`config.mk`:
```
export PLATFORM = sky130hd
export DESIGN_NAME = safety_telegram_words
export DESIGN_NICKNAME = d
export VERILOG_FILES = /design/src/safety_telegram_pkg.sv /design/src/safety_telegram_words.sv /design/src/failsafe_input_pair.sv
export SDC_FILE = /design/constraint.sdc
export NUM_CORES = 1
export LEC_CHECK = 0
export BUFFER_PORTS_ARGS = -buffer_cell sky130_fd_sc_hd__buf_4
export CELL_PAD_IN_SITES_DETAIL_PLACEMENT = 1
export CELL_PAD_IN_SITES_GLOBAL_PLACEMENT = 2
export CORE_ASPECT_RATIO = 0.75
export CORE_UTILIZATION = 29
export CTS_BUF_LIST = sky130_fd_sc_hd__clkbuf_16
export DETAILED_ROUTE_END_ITERATION = 8
export PLACE_DENSITY_LB_ADDON = 0.3
export RECOVER_POWER = 100
export SYNTH_ARGS = -nofsm -noshare
export SYNTH_HDL_FRONTEND = slang
export SYNTH_SLANG_ARGS = --single-unit
export TNS_END_PERCENT = 100
```
`constraint.sdc`:
```
create_clock -name CLK_SYS -period 1.41 [get_ports CLK_SYS]
set_input_delay 0.282 -clock CLK_SYS [delete_from_list [all_inputs] [get_ports CLK_SYS]]
set_output_delay 0.282 -clock CLK_SYS [all_outputs]
set_load 0.02 [all_outputs]
```
`src/safety_telegram_pkg.sv`:
```
// Purpose: shared constants and carriers for the safety telegram words
// Assumes: 16-bit words, bit 0 is the least significant bit
// Notes: offsets below are bit positions within each word
package safety_telegram_pkg;

  // ----------------------------------------------------------------
  // word geometry
  // ----------------------------------------------------------------
  localparam int WORD_W = 16;
  localparam int INPUT_PAIRS = 3;

  // ----------------------------------------------------------------
  // command word bit positions
  // ----------------------------------------------------------------
  localparam int CMD_TORQUE_OFF_BIT = 0;
  localparam int CMD_STOP_ONE_BIT = 1;
  localparam int CMD_LIMITED_SPEED_BIT = 4;
  localparam int CMD_EVENT_ACK_BIT = 7;
  localparam int CMD_LEVEL_LSB = 9;

  // ----------------------------------------------------------------
  // state word bit positions
  // ----------------------------------------------------------------
  localparam int STA_POWER_REMOVED_BIT = 0;
  localparam int STA_STOP_ONE_BIT = 1;
  localparam int STA_LIMITED_SPEED_BIT = 4;
  localparam int STA_INTERNAL_EVENT_BIT = 7;
  localparam int STA_LEVEL_LSB = 9;

  // ----------------------------------------------------------------
  // input state word bit positions
  // ----------------------------------------------------------------
  localparam int INP_FIRST_PAIR_BIT = 8;

  // ----------------------------------------------------------------
  // reset values
  // ----------------------------------------------------------------
  // all function-select bits at zero: every function selected, torque off
  localparam logic [15:0] CMD_RESET = 16'h0000;
  localparam logic [15:0] STATE_RESET = 16'h0000;
  localparam logic [15:0] INPUT_STATE_RESET = 16'h0000;

  // ----------------------------------------------------------------
  // timing
  // ----------------------------------------------------------------
  localparam int CLK_HZ = 25_000_000;
  localparam int DISCREPANCY_TIME_US = 1000;
  localparam int DISCREPANCY_CYCLES = (DISCREPANCY_TIME_US * (CLK_HZ / 1_000_000) < 1) ?
                                      1 : DISCREPANCY_TIME_US * (CLK_HZ / 1_000_000);

  // ----------------------------------------------------------------
  // carriers
  // ----------------------------------------------------------------
  typedef enum logic [1:0] {
    LEVEL_ONE = 2'b00,
    LEVEL_TWO = 2'b01,
    LEVEL_THREE = 2'b10,
    LEVEL_FOUR = 2'b11
  } speed_level_t;

  typedef struct packed {
    logic torque_off_sel;
    logic stop_one_sel;
    logic limited_speed_sel;
    logic event_ack;
    speed_level_t level;
  } cmd_fields_t;

  typedef struct packed {
    logic power_removed;
    logic stop_one_active;
    logic limited_speed_active;
    logic internal_event;
    speed_level_t level;
  } state_fields_t;

endpackage

```
`src/safety_telegram_words.sv`:
```
// Purpose: command and state words of the safety telegram, device end
// Assumes: telegram words arrive on CLK_SYS with a one-cycle valid strobe
// Notes: inverter-side status inputs are already on CLK_SYS
//   requests stand between telegrams; torque off is requested out of reset
//
// Functional notes
// - input state bit 8 follows the first fail-safe input pair level.
// - input state bit 9 follows the second fail-safe input pair level.
// - input state bit 10 follows the third fail-safe input pair level.
// - an unused or discrepancy-deactivated input reads zero.
// - words two exist only in the extended telegram variant.
// - power-removed bit is one only once torque is safely off.
// - stop-one-active bit is one while the stop ramp runs, in the extended variant only.
// - limited-speed-active bit is one while limiting is requested and speed sits below the limit.
// - internal-event bit is one after an internal fault stop.
// - state word reports the speed-limit level in force; the basic variant reports level one.
`timescale 1ns/1ns
`default_nettype none
module safety_telegram_words #(
  parameter int PAIRS = safety_telegram_pkg::INPUT_PAIRS,
  parameter int DISC_CYCLES = safety_telegram_pkg::DISCREPANCY_CYCLES
) (
  // clock and reset
  input wire logic CLK_SYS,
  input wire logic RESET,
  // telegram from the controller
  input wire logic CMD_VALID,
  input wire logic [15:0] CMD_WORD,
  input wire logic [15:0] CMD_WORD_TWO,
  input wire logic EXTENDED_TELEGRAM,
  // telegram to the controller
  output logic [15:0] STATE_WORD,
  output logic [15:0] INPUT_STATE_WORD,
  // fail-safe input pins and configuration
  input wire logic [PAIRS-1:0] FAILSAFE_CH_A,
  input wire logic [PAIRS-1:0] FAILSAFE_CH_B,
  input wire logic [PAIRS-1:0] FAILSAFE_INPUT_USED,
  // inverter drive status
  input wire logic TORQUE_SAFELY_OFF,
  input wire logic STOP_ONE_RAMPING,
  input wire logic SPEED_BELOW_LIMIT,
  input wire logic INTERNAL_FAULT_STOP,
  // function requests to the inverter
  output logic SAFE_TORQUE_OFF_REQ,
  output logic SAFE_STOP_ONE_REQ,
  output logic LIMITED_SPEED_REQ,
  output logic [1:0] LIMITED_SPEED_LEVEL,
  output logic EVENT_ACK_PULSE,
  output logic [PAIRS-1:0] FAILSAFE_INPUT_DEACT
);

  // ----------------------------------------------------------------
  // command capture
  // ----------------------------------------------------------------
  logic [15:0] cmd_q, cmd_d;
  logic ack_prev_q, ack_prev_d;
  logic ack_pulse_q, ack_pulse_d;
  logic ext_q, ext_d;
  safety_telegram_pkg::cmd_fields_t cmd_f;
  safety_telegram_pkg::cmd_fields_t new_f;
  logic cmd_two_unused;

  // ----------------------------------------------------------------
  // command word two
  // ----------------------------------------------------------------
  // command word two has no function; its content is never looked at
  assign cmd_two_unused = ^CMD_WORD_TWO;

  // ----------------------------------------------------------------
  // command word decode
  // ----------------------------------------------------------------
  // select bits flip here, so an all-zero word selects every function
  function automatic safety_telegram_pkg::cmd_fields_t decode_cmd(
    input logic [15:0] w
  );
    safety_telegram_pkg::cmd_fields_t f;
    f.torque_off_sel = !w[safety_telegram_pkg::CMD_TORQUE_OFF_BIT];
    f.stop_one_sel = !w[safety_telegram_pkg::CMD_STOP_ONE_BIT];
    f.limited_speed_sel = !w[safety_telegram_pkg::CMD_LIMITED_SPEED_BIT];
    f.event_ack = w[safety_telegram_pkg::CMD_EVENT_ACK_BIT];
    f.level = safety_telegram_pkg::speed_level_t'(w[safety_telegram_pkg::CMD_LEVEL_LSB +: 2]);
    return f;
  endfunction

  // ----------------------------------------------------------------
  // command register and acknowledge edge
  // ----------------------------------------------------------------
  always_comb begin
    new_f = decode_cmd(CMD_WORD);
    cmd_d = cmd_q;
    ack_prev_d = ack_prev_q;
    ack_pulse_d = 1'b0;
    ext_d = EXTENDED_TELEGRAM;
    if (CMD_VALID) begin
      cmd_d = CMD_WORD;
      ack_prev_d = new_f.event_ack;
      // only the falling change acknowledges; a steady one does nothing
      ack_pulse_d = ack_prev_q && !new_f.event_ack;
    end
  end

  always_ff @(posedge CLK_SYS) begin
    if (RESET) begin
      cmd_q <= safety_telegram_pkg::CMD_RESET;
      ack_prev_q <= 1'b0;
      ack_pulse_q <= 1'b0;
      ext_q <= 1'b0;
    end else begin
      cmd_q <= cmd_d;
      ack_prev_q <= ack_prev_d;
      ack_pulse_q <= ack_pulse_d;
      ext_q <= ext_d;
    end
  end

  // decoded from the held word, never from the bus, so requests stand
  assign cmd_f = decode_cmd(cmd_q);

  // ----------------------------------------------------------------
  // function requests
  // ----------------------------------------------------------------
  logic sto_req_q, sto_req_d;
  logic ss1_req_q, ss1_req_d;
  logic sls_req_q, sls_req_d;

  always_comb begin
    // zero in a select bit requests the function
    sto_req_d = cmd_f.torque_off_sel;
    // the basic variant carries torque off only
    ss1_req_d = ext_q && cmd_f.stop_one_sel;
    sls_req_d = ext_q && cmd_f.limited_speed_sel;
  end

  always_ff @(posedge CLK_SYS) begin
    if (RESET) begin
      // torque off out of reset: the safe state until a telegram arrives
      sto_req_q <= 1'b1;
      ss1_req_q <= 1'b0;
      sls_req_q <= 1'b0;
    end else begin
      sto_req_q <= sto_req_d;
      ss1_req_q <= ss1_req_d;
      sls_req_q <= sls_req_d;
    end
  end

  // ----------------------------------------------------------------
  // speed-limit level
  // ----------------------------------------------------------------
  logic [1:0] level_q, level_d;

  always_comb begin
    level_d = level_q;
    // level is taken while limiting is off, so it cannot jump mid-limit
    if (!sls_req_q || !sls_req_d) begin
      level_d = cmd_f.level;
    end
  end

  always_ff @(posedge CLK_SYS) begin
    if (RESET) begin
      level_q <= safety_telegram_pkg::LEVEL_ONE;
    end else begin
      level_q <= level_d;
    end
  end

  // ----------------------------------------------------------------
  // internal event flag
  // ----------------------------------------------------------------
  // sticky until acknowledged, so a short fault stop is never lost
  logic event_q, event_d;

  always_comb begin
    event_d = event_q;
    if (ack_pulse_q) begin
      event_d = 1'b0;
    end
    // a fault in the acknowledge cycle keeps the flag set
    if (INTERNAL_FAULT_STOP) begin
      event_d = 1'b1;
    end
  end

  always_ff @(posedge CLK_SYS) begin
    if (RESET) begin
      event_q <= 1'b0;
    end else begin
      event_q <= event_d;
    end
  end

  // ----------------------------------------------------------------
  // fail-safe input pairs
  // ----------------------------------------------------------------
  logic [PAIRS-1:0] pair_level;
  logic [PAIRS-1:0] pair_deact;
  logic [PAIRS-1:0] deact_q, deact_d;

  // one filter per pair; the event acknowledge also clears deactivation
  genvar gi;
  generate
    for (gi = 0; gi < PAIRS; gi++) begin : g_pair
      failsafe_input_pair #(
        .DISC_CYCLES(DISC_CYCLES)
      ) u_pair (
        .clk(CLK_SYS),
        .reset(RESET),
        .ch_a_pin(FAILSAFE_CH_A[gi]),
        .ch_b_pin(FAILSAFE_CH_B[gi]),
        .used(FAILSAFE_INPUT_USED[gi]),
        .clear_deact(ack_pulse_q),
        .level(pair_level[gi]),
        .deactivated(pair_deact[gi])
      );
    end
  endgenerate

  // ----------------------------------------------------------------
  // deactivation report
  // ----------------------------------------------------------------
  always_comb begin
    deact_d = pair_deact;
  end

  always_ff @(posedge CLK_SYS) begin
    if (RESET) begin
      deact_q <= '0;
    end else begin
      deact_q <= deact_d;
    end
  end

  // ----------------------------------------------------------------
  // state words
  // ----------------------------------------------------------------
  logic [15:0] state_q, state_d;
  safety_telegram_pkg::state_fields_t sf;

  always_comb begin
    sf.power_removed = TORQUE_SAFELY_OFF;
    sf.stop_one_active = ext_q && STOP_ONE_RAMPING;
    // no limit bit unless limiting is requested
    sf.limited_speed_active = ext_q && sls_req_q && SPEED_BELOW_LIMIT;
    sf.internal_event = event_q;
    sf.level = ext_q ? safety_telegram_pkg::speed_level_t'(level_q) :
               safety_telegram_pkg::LEVEL_ONE;
    state_d = safety_telegram_pkg::STATE_RESET;
    state_d[safety_telegram_pkg::STA_POWER_REMOVED_BIT] = sf.power_removed;
    state_d[safety_telegram_pkg::STA_STOP_ONE_BIT] = sf.stop_one_active;
    state_d[safety_telegram_pkg::STA_LIMITED_SPEED_BIT] = sf.limited_speed_active;
    state_d[safety_telegram_pkg::STA_INTERNAL_EVENT_BIT] = sf.internal_event;
    state_d[safety_telegram_pkg::STA_LEVEL_LSB +: 2] = sf.level;
  end

  always_ff @(posedge CLK_SYS) begin
    if (RESET) begin
      state_q <= safety_telegram_pkg::STATE_RESET;
    end else begin
      state_q <= state_d;
    end
  end

  // ----------------------------------------------------------------
  // input state word
  // ----------------------------------------------------------------
  logic [15:0] inp_q, inp_d;

  always_comb begin
    inp_d = safety_telegram_pkg::INPUT_STATE_RESET;
    // word two reads zero in the basic variant
    if (ext_q) begin
      inp_d[safety_telegram_pkg::INP_FIRST_PAIR_BIT] = pair_level[0];
      inp_d[safety_telegram_pkg::INP_FIRST_PAIR_BIT + 1] = pair_level[1];
      inp_d[safety_telegram_pkg::INP_FIRST_PAIR_BIT + 2] = pair_level[2];
    end
  end

  always_ff @(posedge CLK_SYS) begin
    if (RESET) begin
      inp_q <= safety_telegram_pkg::INPUT_STATE_RESET;
    end else begin
      inp_q <= inp_d;
    end
  end

  // ----------------------------------------------------------------
  // outputs
  // ----------------------------------------------------------------
  // every pin is a flop output, so the telegram never carries a glitch
  assign STATE_WORD = state_q;
  assign INPUT_STATE_WORD = inp_q;
  assign SAFE_TORQUE_OFF_REQ = sto_req_q;
  assign SAFE_STOP_ONE_REQ = ss1_req_q;
  assign LIMITED_SPEED_REQ = sls_req_q;
  assign LIMITED_SPEED_LEVEL = level_q;
  assign EVENT_ACK_PULSE = ack_pulse_q;
  assign FAILSAFE_INPUT_DEACT = deact_q;

endmodule
`default_nettype wire

```
`src/failsafe_input_pair.sv`:
```
// Purpose: one two-channel fail-safe digital input with discrepancy check
// Assumes: both channel pins are asynchronous to CLK_SYS
// Notes: a deactivated input stays off until clear_deact is pulsed
`timescale 1ns/1ns
`default_nettype none
module failsafe_input_pair #(
  parameter int DISC_CYCLES = safety_telegram_pkg::DISCREPANCY_CYCLES
) (
  // clock and reset
  input wire logic clk,
  input wire logic reset,
  // channel pins
  input wire logic ch_a_pin,
  input wire logic ch_b_pin,
  // configuration and control
  input wire logic used,
  input wire logic clear_deact,
  // result
  output logic level,
  output logic deactivated
);

  localparam int CNT_W = $clog2(DISC_CYCLES + 1);
  localparam logic [CNT_W-1:0] CNT_LIMIT = CNT_W'(DISC_CYCLES);

  logic [2:0] a_sync_q, a_sync_d;
  logic [2:0] b_sync_q, b_sync_d;
  logic a_stable_q, a_stable_d;
  logic b_stable_q, b_stable_d;
  logic [CNT_W-1:0] disc_cnt_q, disc_cnt_d;
  logic deact_q, deact_d;
  logic level_q, level_d;

  // ----------------------------------------------------------------
  // synchronise, filter, check discrepancy
  // ----------------------------------------------------------------
  always_comb begin
    a_sync_d = {a_sync_q[1:0], ch_a_pin};
    b_sync_d = {b_sync_q[1:0], ch_b_pin};
    // only stages two and three are compared; stage one feeds stage two alone
    a_stable_d = (a_sync_q[1] == a_sync_q[2]) ? a_sync_q[2] : a_stable_q;
    b_stable_d = (b_sync_q[1] == b_sync_q[2]) ? b_sync_q[2] : b_stable_q;
    disc_cnt_d = '0;
    if (used && (a_stable_q != b_stable_q) && !deact_q) begin
      disc_cnt_d = (disc_cnt_q == CNT_LIMIT) ? disc_cnt_q : disc_cnt_q + 1'b1;
    end
    deact_d = deact_q;
    if (clear_deact) begin
      deact_d = 1'b0;
    end
    // a discrepancy that matures in the clearing cycle still deactivates
    if (used && (disc_cnt_q == CNT_LIMIT)) begin
      deact_d = 1'b1;
    end
    // unused or deactivated inputs always report low
    level_d = used && !deact_q && a_stable_q && b_stable_q;
  end

  always_ff @(posedge clk) begin
    if (reset) begin
      a_sync_q <= 3'h0;
      b_sync_q <= 3'h0;
      a_stable_q <= 1'b0;
      b_stable_q <= 1'b0;
      disc_cnt_q <= '0;
      deact_q <= 1'b0;
      level_q <= 1'b0;
    end else begin
      a_sync_q <= a_sync_d;
      b_sync_q <= b_sync_d;
      a_stable_q <= a_stable_d;
      b_stable_q <= b_stable_d;
      disc_cnt_q <= disc_cnt_d;
      deact_q <= deact_d;
      level_q <= level_d;
    end
  end

  assign level = level_q;
  assign deactivated = deact_q;

endmodule
`default_nettype wire

```
==> results of run 1 <==
[flip-flops by register name (all words and copies together) (netlist names), 3 cells and up]
signal / cells
g_pair.u_pair.b_stable_q: 3
FAILSAFE_INPUT_DEACT: 3
g_pair.u_pair.b_sync_q: 9
g_pair.u_pair.a_stable_q: 3
STATE_WORD: 6
g_pair.u_pair.level: 3
g_pair.u_pair.deactivated: 3
g_pair.u_pair.disc_cnt_q: 45
INPUT_STATE_WORD: 3
g_pair.u_pair.a_sync_q: 9
cmd_q: 6
[kinds of logic after synthesis]
logic type	share of synthesized area, %
AOI/OAI and AO/OA	3.170
xor gates and xnor gates	8.484
adders and majority gates	1.864
buffers and inverters	6.836
DFF	50.22
muxes	2.735
other	0.09314
and+or+nand+nor	26.60
[layout by cell type (no fill, tap or decap), types with 2 or more instances in the layout]
cell,count
sky130_fd_sc_hd__clkbuf_1,20
sky130_fd_sc_hd__xnor2_1,20
sky130_fd_sc_hd__o21ai_0,10
sky130_fd_sc_hd__inv_2,2
sky130_fd_sc_hd__conb_1,23
sky130_fd_sc_hd__ha_1,2
sky130_fd_sc_hd__or2b_1,2
sky130_fd_sc_hd__nor2b_1,26
sky130_fd_sc_hd__and4bb_2,2
sky130_fd_sc_hd__ha_2,2
sky130_fd_sc_hd__xor2_1,18
sky130_fd_sc_hd__nor4bb_4,3
sky130_fd_sc_hd__and4_1,3
sky130_fd_sc_hd__nand2_1,19
sky130_fd_sc_hd__mux2i_1,11
sky130_fd_sc_hd__nor2_1,58
sky130_fd_sc_hd__inv_1,9
sky130_fd_sc_hd__and2_1,9
sky130_fd_sc_hd__a21oi_1,13
sky130_fd_sc_hd__ha_4,2
sky130_fd_sc_hd__nand3b_1,4
sky130_fd_sc_hd__nand4_1,11
sky130_fd_sc_hd__and3_1,6
sky130_fd_sc_hd__buf_2,2
sky130_fd_sc_hd__clkinv_4,4
sky130_fd_sc_hd__nor3_2,2
sky130_fd_sc_hd__dfxtp_1,90
sky130_fd_sc_hd__dfxtp_2,8
sky130_fd_sc_hd__clkbuf_2,4
sky130_fd_sc_hd__clkbuf_16,9
sky130_fd_sc_hd__nand3_1,15
sky130_fd_sc_hd__nand2b_1,5
sky130_fd_sc_hd__or3_1,3
sky130_fd_sc_hd__dfxtp_4,3
sky130_fd_sc_hd__buf_4,53
sky130_fd_sc_hd__nor3_1,6
sky130_fd_sc_hd__nor4_2,3
[power groups by stage]
stage | Sequential (mW) | Clock, mW | Combinational, mW
floorplan | 2.99 | 0 | 0.173
global placement | 2.98 | 0 | 0.226
detailed placement | 2.98 | 0 | 0.230
CTS | 2.91 | 2.48 | 0.231
global route | 2.91 | 2.59 | 0.240
finish | 2.91 | 2.39 | 0.218
[path summary, 6_finish.rpt]
check	start	end	slack, ps	depth (start not counted)
worst max-delay path	g_pair[2].u_pair.disc_cnt_q[1]	g_pair[2].u_pair.disc_cnt_q[14]	20	5
worst min-delay path	CMD_WORD[7]	EVENT_ACK_PULSE	110	2
worst max register to register	g_pair[2].u_pair.disc_cnt_q[1]	g_pair[2].u_pair.disc_cnt_q[14]	20	5
worst min register to register	cmd_q[0]	SAFE_TORQUE_OFF_REQ	400	1
[area by class of cell]
cell class,instances,area [um^2]
timing repair buffer,80,514.2
clock inverter,7,58.81
tap,171,214.0
sequential,101,2043
fill,1559,8208
multi-input combinational,295,1932
clock buffer,9,225.2
inverter,12,47.55
[per-layer routing]
layer | track usage, % | part of all wire (%)
met5 | 0 | 0
met4 | 4.867 | 1.6
met3 | 3.499 | 3.2
met2 | 19.64 | 47
met1 | 16.03 | 49
[worst max-delay path, cell delays in order (launching register included)]
cell and delay (ps):
sky130_fd_sc_hd__dfxtp_4 380, sky130_fd_sc_hd__ha_4 140, sky130_fd_sc_hd__and3_4 190, sky130_fd_sc_hd__nand3_2 80, sky130_fd_sc_hd__or4_1 410, sky130_fd_sc_hd__a21oi_1 120
[timing repair]
| item | CTS | global route |
|---|---|---|
| resized for setup | 5 | 32 |
| setup endpoints to repair | 12 | 21 |
| buffers inserted | 3 | 5 |
| pin swaps | 3 | 12 |
[stage by stage]
step	hold WS, ps	worst slack (ps)	cells
after floorplan	359.0	0.3350	443
final	107.4	15.50	675
after global placement	380.0	-39.49	651
after CTS	95.38	4.539	670
after detailed placement	390.5	-117.9	651
after global routing	98.73	-97.06	675
==> run summary, run 1 <==
The run finished with clean final reports. The static leakage came out at 1.919 nW. In this run the cell area of the synthesized design comes to 0.004026 mm^2. The DRC violation count after routing came out at 0. The area after detailed placement came out at 0.004651 mm^2. The flip-flop cell with the highest count after synthesis is sky130_fd_sc_hd__dfxtp_1.

Of the post-synthesis cell area, the dominant cell type holds 50.22%. The final setup violation count is 0. The via density per instance is 4.421.

The sequential area share after synthesis came out at 50.22%. The first global-routing pass estimated 14320 um of wire. The number of warnings printed during yosys synthesis is 0. The sum of routed wire length over all layers came out at 8885 um. The number of violations of the max-capacitance limit came out at 0.

The H-tree depth came out at 3. The switching power summed over all nets is 1.320 mW. The mean cell area of the mapped netlist came out at 9.564 um^2. Once detail routing completed, the nets flagged for antenna violations numbered 0.

The average detailed-routed wire length per instance is 13.16 um. The time the final worst path needs with I/O delays and setup is 1395 ps. The largest voltage drop on the vdd net is 0.7005 mV. For the worst setup path, the data required time is 1680 ps. The post-CTS clock slew at the launch and capture registers of the worst setup and hold paths is 70 ps. The sum of internal, switching and leakage power came out at 5.517 mW. The latest clock arrival within the worst-skew pair came out at 340 ps. The overall track demand over capacity in global routing came out at 12.45%. The area of the core is 0.01324 mm^2. The hold-fix buffer count after cts came out at 0. The final-report hold violation count is 0. The most common cell in the synthesized netlist is sky130_fd_sc_hd__dfxtp_1.

CTS saw 101 sinks. STA classifies the critical path startpoint as a register. The highest fanout seen on the critical path is 3. The register bit total from synthesis came out at 101.

The worst-case clock buffer depth came out at 2. The effective utilization at floorplan came out at 30.40%. The number of search-and-repair iterations in the first detailed-routing pass is 4. The worst setup path is of the reg -> reg kind. The via count is 2984. The total negative setup slack came out at 0 ps.

The floorplan die height is 104.0 um. The number of antenna diodes in the final layout is 0. The worst relative slew slack came out at 47.64%. The half-perimeter wire length of the detailed placement result came out at 6231 um. The async set-reset flop share out of synthesis came out at 0%. The number of distinct library cells after synthesis came out at 40. The largest clock skew in the final design came out at 6.000 ps. After routing the design area is 0.005035 mm^2. The synthesis-to-finish area growth is 25.05%. The maximum clock frequency came out at 0.7171 GHz.

Row generation in the floorplan step produced 36 rows. The critical path endpoint category is a register. The layout net count is 554.

The switching part of the total came out at 23.93%. The fraction of final layout cells with drive strength greater than 1 came out at 22.62%. The violation count after the first detailed-route iteration is 73.

The number of ports placed on the die boundary is 90. TritonCTS created 9 clock buffers. Of the available clock period, the critical path in the final layout requires 98.90%.

The top cell type by total area after synthesis is sky130_fd_sc_hd__dfxtp_1. For this design the ratio of total power to cell area is 1096 mW/mm^2. The transition time at the pin with the least slew margin is 785.4 ps.

The data arrival time of the worst path is 1670 ps. The post-synthesis cell count came out at 421. The number of enable-type register cells in the synthesized netlist came out at 0. The tree is rooted in a sky130_fd_sc_hd__clkbuf_16.

The share of the core filled with cells is 38.02%. The sum of overflow across all layers after global routing came out at 0. The via count of the first global-routing pass is 2961. The sequential fraction of design power came out at 52.7%.

The die is 138.1 um wide. The part of the total power dissipated in combinational logic came out at 4.0%. The clock network power share came out at 43.3%. The worst hold-check path type is in -> reg. The total count of max-transition violations in the final report came out at 0. TritonCTS built the clock tree. The largest net degree at the start of global routing is 19. In the synthesized netlist, the cells that appear most often are 101 x sky130_fd_sc_hd__dfxtp_1, 58 x sky130_fd_sc_hd__nor2_1, 26 x sky130_fd_sc_hd__nor2b_1. The number of input and output port buffers inserted is 40. The number of antenna violations at the first check in global routing came to 0. Setup repair after global routing could not meet its margin everywhere. The floorplan step defined a die boundary enclosing 0.01436 mm^2. The final weighted congestion of routability-driven global placement is 0.7109. The cell-internal power is 4.197 mW.

After synthesis, the cell types taking the most area are sky130_fd_sc_hd__dfxtp_1 50%, sky130_fd_sc_hd__nor2_1 5.4%, sky130_fd_sc_hd__xnor2_1 4.6%.
Note: power is estimated with default switching activity, not from simulation.
==> run 2: changes to the inputs <==
Settings changed: SETUP_SLACK_MARGIN set to 0.3.
==> run 2 against run 1 <==
Against the previous run: the flow now finishes with violations (negative setup slack); via count increased by 8.9%; die area unchanged; hold slack got worse by 14 ps; flip-flop and latch count did not move; first-iteration DRC count grew 85%; final cell count rose by 7.4%; power is 3.8% higher; clock power increased by 8%; largest power group unchanged; clock skew rose by 6.9 ps.
==> run summary, run 2 (synthesized netlist as in run 1, its figures left out) <==
The largest net degree at the start of global routing is 21 (+2). The run finished, with violations left. The power per cell area came out at 929.1 mW/mm^2 (-15%). The H-tree depth came out at 3 (unchanged). The CTS sink count came to 101 (unchanged). The hold-critical path endpoint is EVENT_ACK_PULSE. The number of antenna violations at the first check in global routing came out at 0 (unchanged). Grouping stages by cell kind, the critical path spends the most delay in simple AND/OR/NAND/NOR gates. The path class of the tightest hold or removal check is in -> reg.

The share of the core filled with cells is 46.54% (+8.5 points). The cell-internal power came out at 4.351 mW (+3.7%). The largest voltage drop on the vdd net is 0.6464 mV (-7.7%). On the critical path, the stage with the largest delay is an instance of sky130_fd_sc_hd__dfxtp_1. The flip-flop count of the largest register, all copies and words added came out at 45 (unchanged). The hold-fix buffer count after cts came out at 0 (unchanged). TritonCTS built the clock tree. The hold-critical path depth came out at 2 (unchanged).

The number of antenna-violating nets in the routed design came out at 0 (unchanged). The effective utilization at floorplan came out at 30.40% (unchanged). The total die area is 0.01436 mm^2 (unchanged).

The largest clock skew in the final design came out at 12.94 ps (+6.939 ps). The switching part of the total is 24.01% (+0.083 points). The part of the total power dissipated in combinational logic is 4.2% (+0.2 points). The via count of the first global-routing pass came out at 3341 (+13%). The number of cells in the design after placement came to 655 (+0.61%). Setup repair after global routing could not meet its margin everywhere. The fill cell total of the finished layout is 1447 (-7.2%). The number of search-and-repair iterations in the first detailed-routing pass came to 4 (unchanged). The DRC violation count after routing is 0 (unchanged). The fraction of final layout cells with drive strength greater than 1 is 45.85% (+23 points).

The average detailed-routed wire length per instance came to 14.63 um (+11%). The floorplan die height is 104.0 um (unchanged). The placement row count is 36 (unchanged). Ranked by flip-flop count, first place goes to g_pair.u_pair.disc_cnt_q. The number of ports placed on the die boundary came to 90 (unchanged). The worst setup path is launched from a register. The total negative setup slack is -64.35 ps (-64.35 ps). The data arrival time of the worst path is 1680 ps (about the same). The clock network power share is 45.1% (+1.8 points). The number of input and output port buffers inserted is 40 (unchanged). The largest incremental delay on the critical path came out at 450 ps (+40 ps). The total count of max-transition violations in the final report came out at 0 (unchanged). The worst setup path is captured at a register. The final-report hold violation count came out at 0 (unchanged).

The first-pass GRT wire length was 16330 um (+14%). The sequential fraction of design power was 50.7% (-2.0 points). The via density per instance was 4.483 (+1.4%). Walking the worst path, the cells encountered are nor4bb_1 > nand4_1 > buf_6 > mux2i_1 > nor2_1. The time the final worst path needs with I/O delays and setup came out at 1444 ps (+49.61 ps).

The worst relative slew slack was 62.79% (+15 points). The final worst hold slack is 93.22 ps (-14.20 ps). The overall track demand over capacity in global routing is 14.07% (+1.6 points). The post-CTS clock slew at the launch and capture registers of the worst setup and hold paths came out at 80 ps (about the same).

The layout net count came out at 604 (+9.0%). The worst flop-to-flop path endpoint is g_pair[2].u_pair.disc_cnt_q[1]. The switching power summed over all nets is 1.375 mW (+4.2%). The final setup violation count is 2 (+2). The sum of routed wire length over all layers came to 10610 um (+19%).

The worst setup path is of the reg -> reg kind. The number of buffers and inverters on the critical path was 1 (+1). The worst setup slack for register-to-register paths is -30 ps (-50 ps). The tree is rooted in a sky130_fd_sc_hd__clkbuf_16. The final weighted congestion of routability-driven global placement is 0.7030 (-1.1%). The synthesis-to-finish area growth is 53.08%.

The number of violations of the max-capacitance limit is 0 (unchanged). The transition time at the pin with the least slew margin came out at 558.2 ps (-227.2 ps). The number of cells on the critical path came out at 5 (unchanged).

The area of the core is 0.01324 mm^2 (unchanged). The latest clock arrival within the worst-skew pair is 350 ps (about the same). The via count came out at 3250 (+8.9%). The die outline width is 138.1 um (unchanged). The violation count after the first detailed-route iteration came out at 135 (+85%). The maximum clock frequency is 0.6925 GHz (-3.4%). The half-perimeter wire length of the detailed placement result is 6168 um (-1.0%). The final reports fail on negative setup slack.

The most frequent standard cell in the layout excluding fill and tap cells is sky130_fd_sc_hd__buf_4. The depth of the worst register-to-register path came out at 5 (unchanged). The final standard cell count with taps included and fillers excluded is 725 (+7.4%).

The clock buffer count from CTS is 9 (unchanged). The number of antenna repair diodes is 0 (unchanged). The worst-case clock buffer depth came to 2 (unchanged). The sum of overflow across all layers after global routing was 0 (unchanged).

The highest fanout seen on the critical path came to 4 (+1). The data required time at the worst endpoint is 1640 ps (-40 ps). In the layout the commonest cells are 70 x sky130_fd_sc_hd__buf_4, 62 x sky130_fd_sc_hd__dfxtp_1, 53 x sky130_fd_sc_hd__nor2_1. The static leakage came out at 2.523 nW (+32%). The final clock period utilization by the worst path was 102.4% (+3.5 points).

The worst hold path begins at CMD_WORD[7]. The largest registers in the layout are g_pair.u_pair.disc_cnt_q x45, g_pair.u_pair.a_sync_q x9, g_pair.u_pair.b_sync_q x9. The setup slack of the critical path after layout came out at -34.11 ps (-49.61 ps). In this run the critical register-to-register path is launched from g_pair[2].u_pair.disc_cnt_q[3].
## run 2: changes by cell type in the layout (fill, tap and decap cells not counted), moves of 5 or more
cell	change
sky130_fd_sc_hd__buf_4	+17
sky130_fd_sc_hd__buf_6	+46
sky130_fd_sc_hd__clkbuf_1	-12
sky130_fd_sc_hd__dfxtp_1	-28
sky130_fd_sc_hd__dfxtp_2	+24
sky130_fd_sc_hd__nand3_1	-11
sky130_fd_sc_hd__nand3_2	+5
sky130_fd_sc_hd__nand3_4	+6
sky130_fd_sc_hd__nor2_1	-5
sky130_fd_sc_hd__nor2_4	+5
sky130_fd_sc_hd__nor3_4	+6
sky130_fd_sc_hd__xnor2_1	-8
sky130_fd_sc_hd__xnor2_2	+8
## run 2: final cells by class
cell class              count  area (um^2)  area share [%]
inverters                  12        45.04          0.7308
well taps                 171        214.0           3.471
repair buffers            129         1142           18.53
multi-input cells         296         2354           38.19
clock buffers              10        250.2           4.060
clock inverters             6        70.07           1.137
flip-flops and latches    101         2088           33.88
## run 2: how the worst max path moves through the flow
stage,slack [ps],start,end
global route,-100,g_pair[2].u_pair.disc_cnt_q[3],g_pair[2].u_pair.disc_cnt_q[1]
global placement,-30,g_pair[0].u_pair.disc_cnt_q[0],g_pair[0].u_pair.disc_cnt_q[0]
detailed placement,-10,g_pair[2].u_pair.disc_cnt_q[1],g_pair[2].u_pair.disc_cnt_q[14]
CTS,-8,g_pair[2].u_pair.disc_cnt_q[0],g_pair[2].u_pair.disc_cnt_q[1]
finish,-30,g_pair[2].u_pair.disc_cnt_q[3],g_pair[2].u_pair.disc_cnt_q[1]
floorplan,30,g_pair[2].u_pair.disc_cnt_q[1],g_pair[2].u_pair.disc_cnt_q[14]
## run 2: power by group through the flow
stage | Sequential [mW] | Clock (mW) | Combinational [mW]
3_5_place_dp | 2.98 | 0 | 0.240
6_report | 2.90 | 2.58 | 0.238
4_1_cts | 2.91 | 2.65 | 0.249
2_1_floorplan | 2.98 | 0 | 0.175
5_1_grt | 2.91 | 2.78 | 0.260
3_3_place_gp | 2.98 | 0 | 0.234
## run 2: per-stage QoR
step	power, mW	worst slack, ps	area (um^2)
floorplan	3.159	28.10	4208
global placement	3.210	-26.09	4748
detailed placement	3.218	-14.63	4748
CTS	5.807	-8.021	5738
global route	5.947	-105.0	6163
finish	5.726	-34.11	6163
## run 2: what timing repair did
action                                  4_1_cts  5_1_grt
endpoints found under the setup margin       50       55
pin swaps                                    43       51
gates cloned                                  2        0
gates resized for setup                     113       61
hold endpoints to repair                      0        0
setup buffers                                29       23
## run 2: per-layer routing
metal  vias to the layer above  GRT usage, %  routed length [um]
met3                         8         3.223                 230
met5                         -             0                   0
met1                      1593         17.39                4842
li1                       1611             -                   -
met4                         0         3.768                 114
met2                        38         24.46                5420
==> run 3: changes to the inputs <==
Settings changed: PLACE_DENSITY_LB_ADDON 0.3 to 0.1.
==> run 3 against run 2 <==
Against the previous run: the flow now finishes without violations; fmax up 2.8%; cell area down 2.7%; sequential share of layout area up 0.58 points; power down 1.1%; flip-flop and latch count unchanged; worst setup slack better by 39 ps; sequential power about the same; clock power down 2%; register-to-register slack better by 40 ps; combinational power down 5%; non-clock buffer count down 13; largest cell class unchanged; largest power group unchanged.
==> run summary, run 3 (synthesized netlist as in run 1, its figures left out) <==
The sum of overflow across all layers after global routing is 0 (unchanged). The critical path goes through ha_4 > and3_4 > nand3_2 > or4_4 > a21oi_2. The effective utilization at floorplan came out at 30.40% (unchanged). The final setup violation count came to 0 (-2). The final weighted congestion of routability-driven global placement is 0.7136 (+1.5%).

The transition time at the pin with the least slew margin came to 575.4 ps (+17.20 ps). The largest incremental delay on the critical path came out at 420 ps (-30 ps). The number of input and output port buffers inserted is 40 (unchanged).

For this design, the slowest cell found on the critical path is sky130_fd_sc_hd__or4_4. Leaving out fill and tap cells, the most frequent cell in the layout is sky130_fd_sc_hd__dfxtp_1. The clock buffer count from CTS was 9 (unchanged). The number of cells in the design after placement came out at 652 (-0.46%). The critical path endpoint category is a register. The average detailed-routed wire length per instance came out at 13.94 um (-4.7%). The largest net degree at the start of global routing came out at 34 (+62%). The power per cell area was 945.0 mW/mm^2 (+1.7%). The largest clock skew in the final design is 6.791 ps (-6.148 ps). TritonCTS built the clock tree. The H-tree depth is 3 (unchanged). The DRC violation count after routing came to 0 (unchanged).

The total negative setup slack came out at 0 ps (+64.35 ps). The flip-flop count of the largest register, all copies and words added is 45 (unchanged). The area of the core is 0.01324 mm^2 (unchanged). The post-CTS clock slew at the launch and capture registers of the worst setup and hold paths came out at 70 ps (about the same). The layout net count came to 590 (-2.3%). The fill cell total of the finished layout was 1454 (+0.48%). The via density per instance is 4.425 (-1.3%). The final clock period utilization by the worst path came out at 99.63% (-2.8 points). The share of the core filled with cells came out at 45.27% (-1.3 points).

The worst-case clock buffer depth came to 2 (unchanged). The cell sitting at the root of the clock tree is a sky130_fd_sc_hd__clkbuf_16. The half-perimeter wire length of the detailed placement result is 6160 um (-0.13%). Setup repair after global routing could not meet its margin everywhere. The highest fanout seen on the critical path is 4 (unchanged). The largest register by flop count is g_pair.u_pair.disc_cnt_q. The via count of the first global-routing pass is 3275 (-2.0%). The latest clock arrival within the worst-skew pair is 340 ps (about the same).

The number of antenna-violating nets in the routed design came out at 0 (unchanged). The die outline width is 138.1 um (unchanged). The sum of internal, switching and leakage power is 5.665 mW (-1.1%).

The number of antenna violations at the first check in global routing was 0 (unchanged). The placement row count is 36 (unchanged). The overall track demand over capacity in global routing came to 14.06% (about the same). Grouping stages by cell kind, the critical path spends the most delay in simple AND/OR/NAND/NOR gates. The worst relative slew slack came to 61.55% (-1.2 points). The maximum clock frequency is 0.7118 GHz (+2.8%). The data arrival time of the worst path is 1680 ps (about the same). The number of ports placed on the die boundary came out at 90 (unchanged). The final standard cell count with taps included and fillers excluded came to 711 (-1.9%). The number of search-and-repair iterations in the first detailed-routing pass came to 3 (-1). The run finished with clean final reports. The hold-fix buffer count after cts came to 0 (unchanged). The CTS sink count is 101 (unchanged).

The sum of routed wire length over all layers came out at 9910 um (-6.6%). The worst setup path is launched from a register. The largest voltage drop on the vdd net came out at 0.5644 mV (-13%). In the final layout, the registers with the most flip-flops are g_pair.u_pair.disc_cnt_q x45, g_pair.u_pair.a_sync_q x9, g_pair.u_pair.b_sync_q x9.

The final-report hold violation count came out at 0 (unchanged). The total die area came out at 0.01436 mm^2 (unchanged). The first-pass GRT wire length is 16180 um (-0.93%). The critical path class is reg -> reg. The floorplan die height came out at 104.0 um (unchanged).

The fraction of final layout cells with drive strength greater than 1 is 41.30% (-4.6 points). The number of antenna repair diodes is 0 (unchanged). The via count is 3146 (-3.2%). The total count of max-transition violations in the final report is 0 (unchanged). The number of violations of the max-capacitance limit came out at 0 (unchanged). The data required time at the worst endpoint is 1690 ps (+50 ps).

The min-delay analysis places its worst path in the category in -> reg. The time the final worst path needs with I/O delays and setup came out at 1405 ps (-39.26 ps). The final worst hold slack came out at 97.47 ps (+4.248 ps).

The static leakage came out at 2.395 nW (-5.1%). The violation count after the first detailed-route iteration came out at 64 (-53%). Leaving out fill and tap cells, the most frequent cells in the layout are 76 x sky130_fd_sc_hd__dfxtp_1, 57 x sky130_fd_sc_hd__buf_4, 49 x sky130_fd_sc_hd__nor2_1. The number of buffers and inverters on the critical path came out at 0 (-1). The synthesis-to-finish area growth came out at 48.88%.
run 3: final timing paths:
path	start	end	slack, ps	depth (start not counted)
worst max-delay path	g_pair[2].u_pair.disc_cnt_q[1]	g_pair[2].u_pair.disc_cnt_q[14]	5	5
worst min-delay path	CMD_WORD[7]	EVENT_ACK_PULSE	100	2
worst max register to register	g_pair[2].u_pair.disc_cnt_q[1]	g_pair[2].u_pair.disc_cnt_q[14]	5	5
worst min register to register	cmd_q[0]	SAFE_TORQUE_OFF_REQ	410	1
run 3: area by class of cell:
| type | count | area [um^2] | share of cell area, % |
|---|---|---|---|
| clock buffer | 9 | 225.2 | 3.757 |
| inverter | 12 | 45.04 | 0.7514 |
| clock inverter | 7 | 72.57 | 1.211 |
| sequential | 101 | 2066 | 34.46 |
| tap | 171 | 214.0 | 3.569 |
| multi-input combinational | 295 | 2371 | 39.55 |
| timing repair buffer | 116 | 1001 | 16.70 |
run 3: routing by layer:
layer | vias to the layer above | GRT usage, % | share of wire, %
met4 | 0 | 4.553 | 1.0
met2 | 36 | 23.50 | 49
met3 | 10 | 3.407 | 2.7
met5 | - | 0 | 0
li1 | 1580 | - | -
met1 | 1520 | 17.73 | 47
run 3: power by group:
part / switching [mW] / leakage (nW) / total (mW) / internal [mW]
Combinational: 0.136 / 1.41 / 0.225 / 0.0897
Sequential: 0.0202 / 0.834 / 2.91 / 2.89
Clock: 1.14 / 0.151 / 2.53 / 1.39
Total: 1.30 / 2.39 / 5.66 / 4.36
run 3: through the flow:
stage               area (um^2)  worst slack, ps
floorplan                  4208            28.10
global placement           4713           -42.67
detailed placement         4713           -49.54
CTS                        5672           -22.50
global route               5995           -96.55
finish                     5995            5.151
run 3: worst register-to-register path, cell delays in order, from the launching register on:
cell	delay, ps
sky130_fd_sc_hd__dfxtp_4	380
sky130_fd_sc_hd__ha_4	140
sky130_fd_sc_hd__and3_4	210
sky130_fd_sc_hd__nand3_2	80
sky130_fd_sc_hd__or4_4	420
sky130_fd_sc_hd__a21oi_2	120
run 3: what timing repair did:
item,4_1_cts,5_1_grt
setup endpoints to repair,49,55
pin swaps,50,39
buffers inserted,28,14
gates cloned,1,0
gates resized for setup,112,58
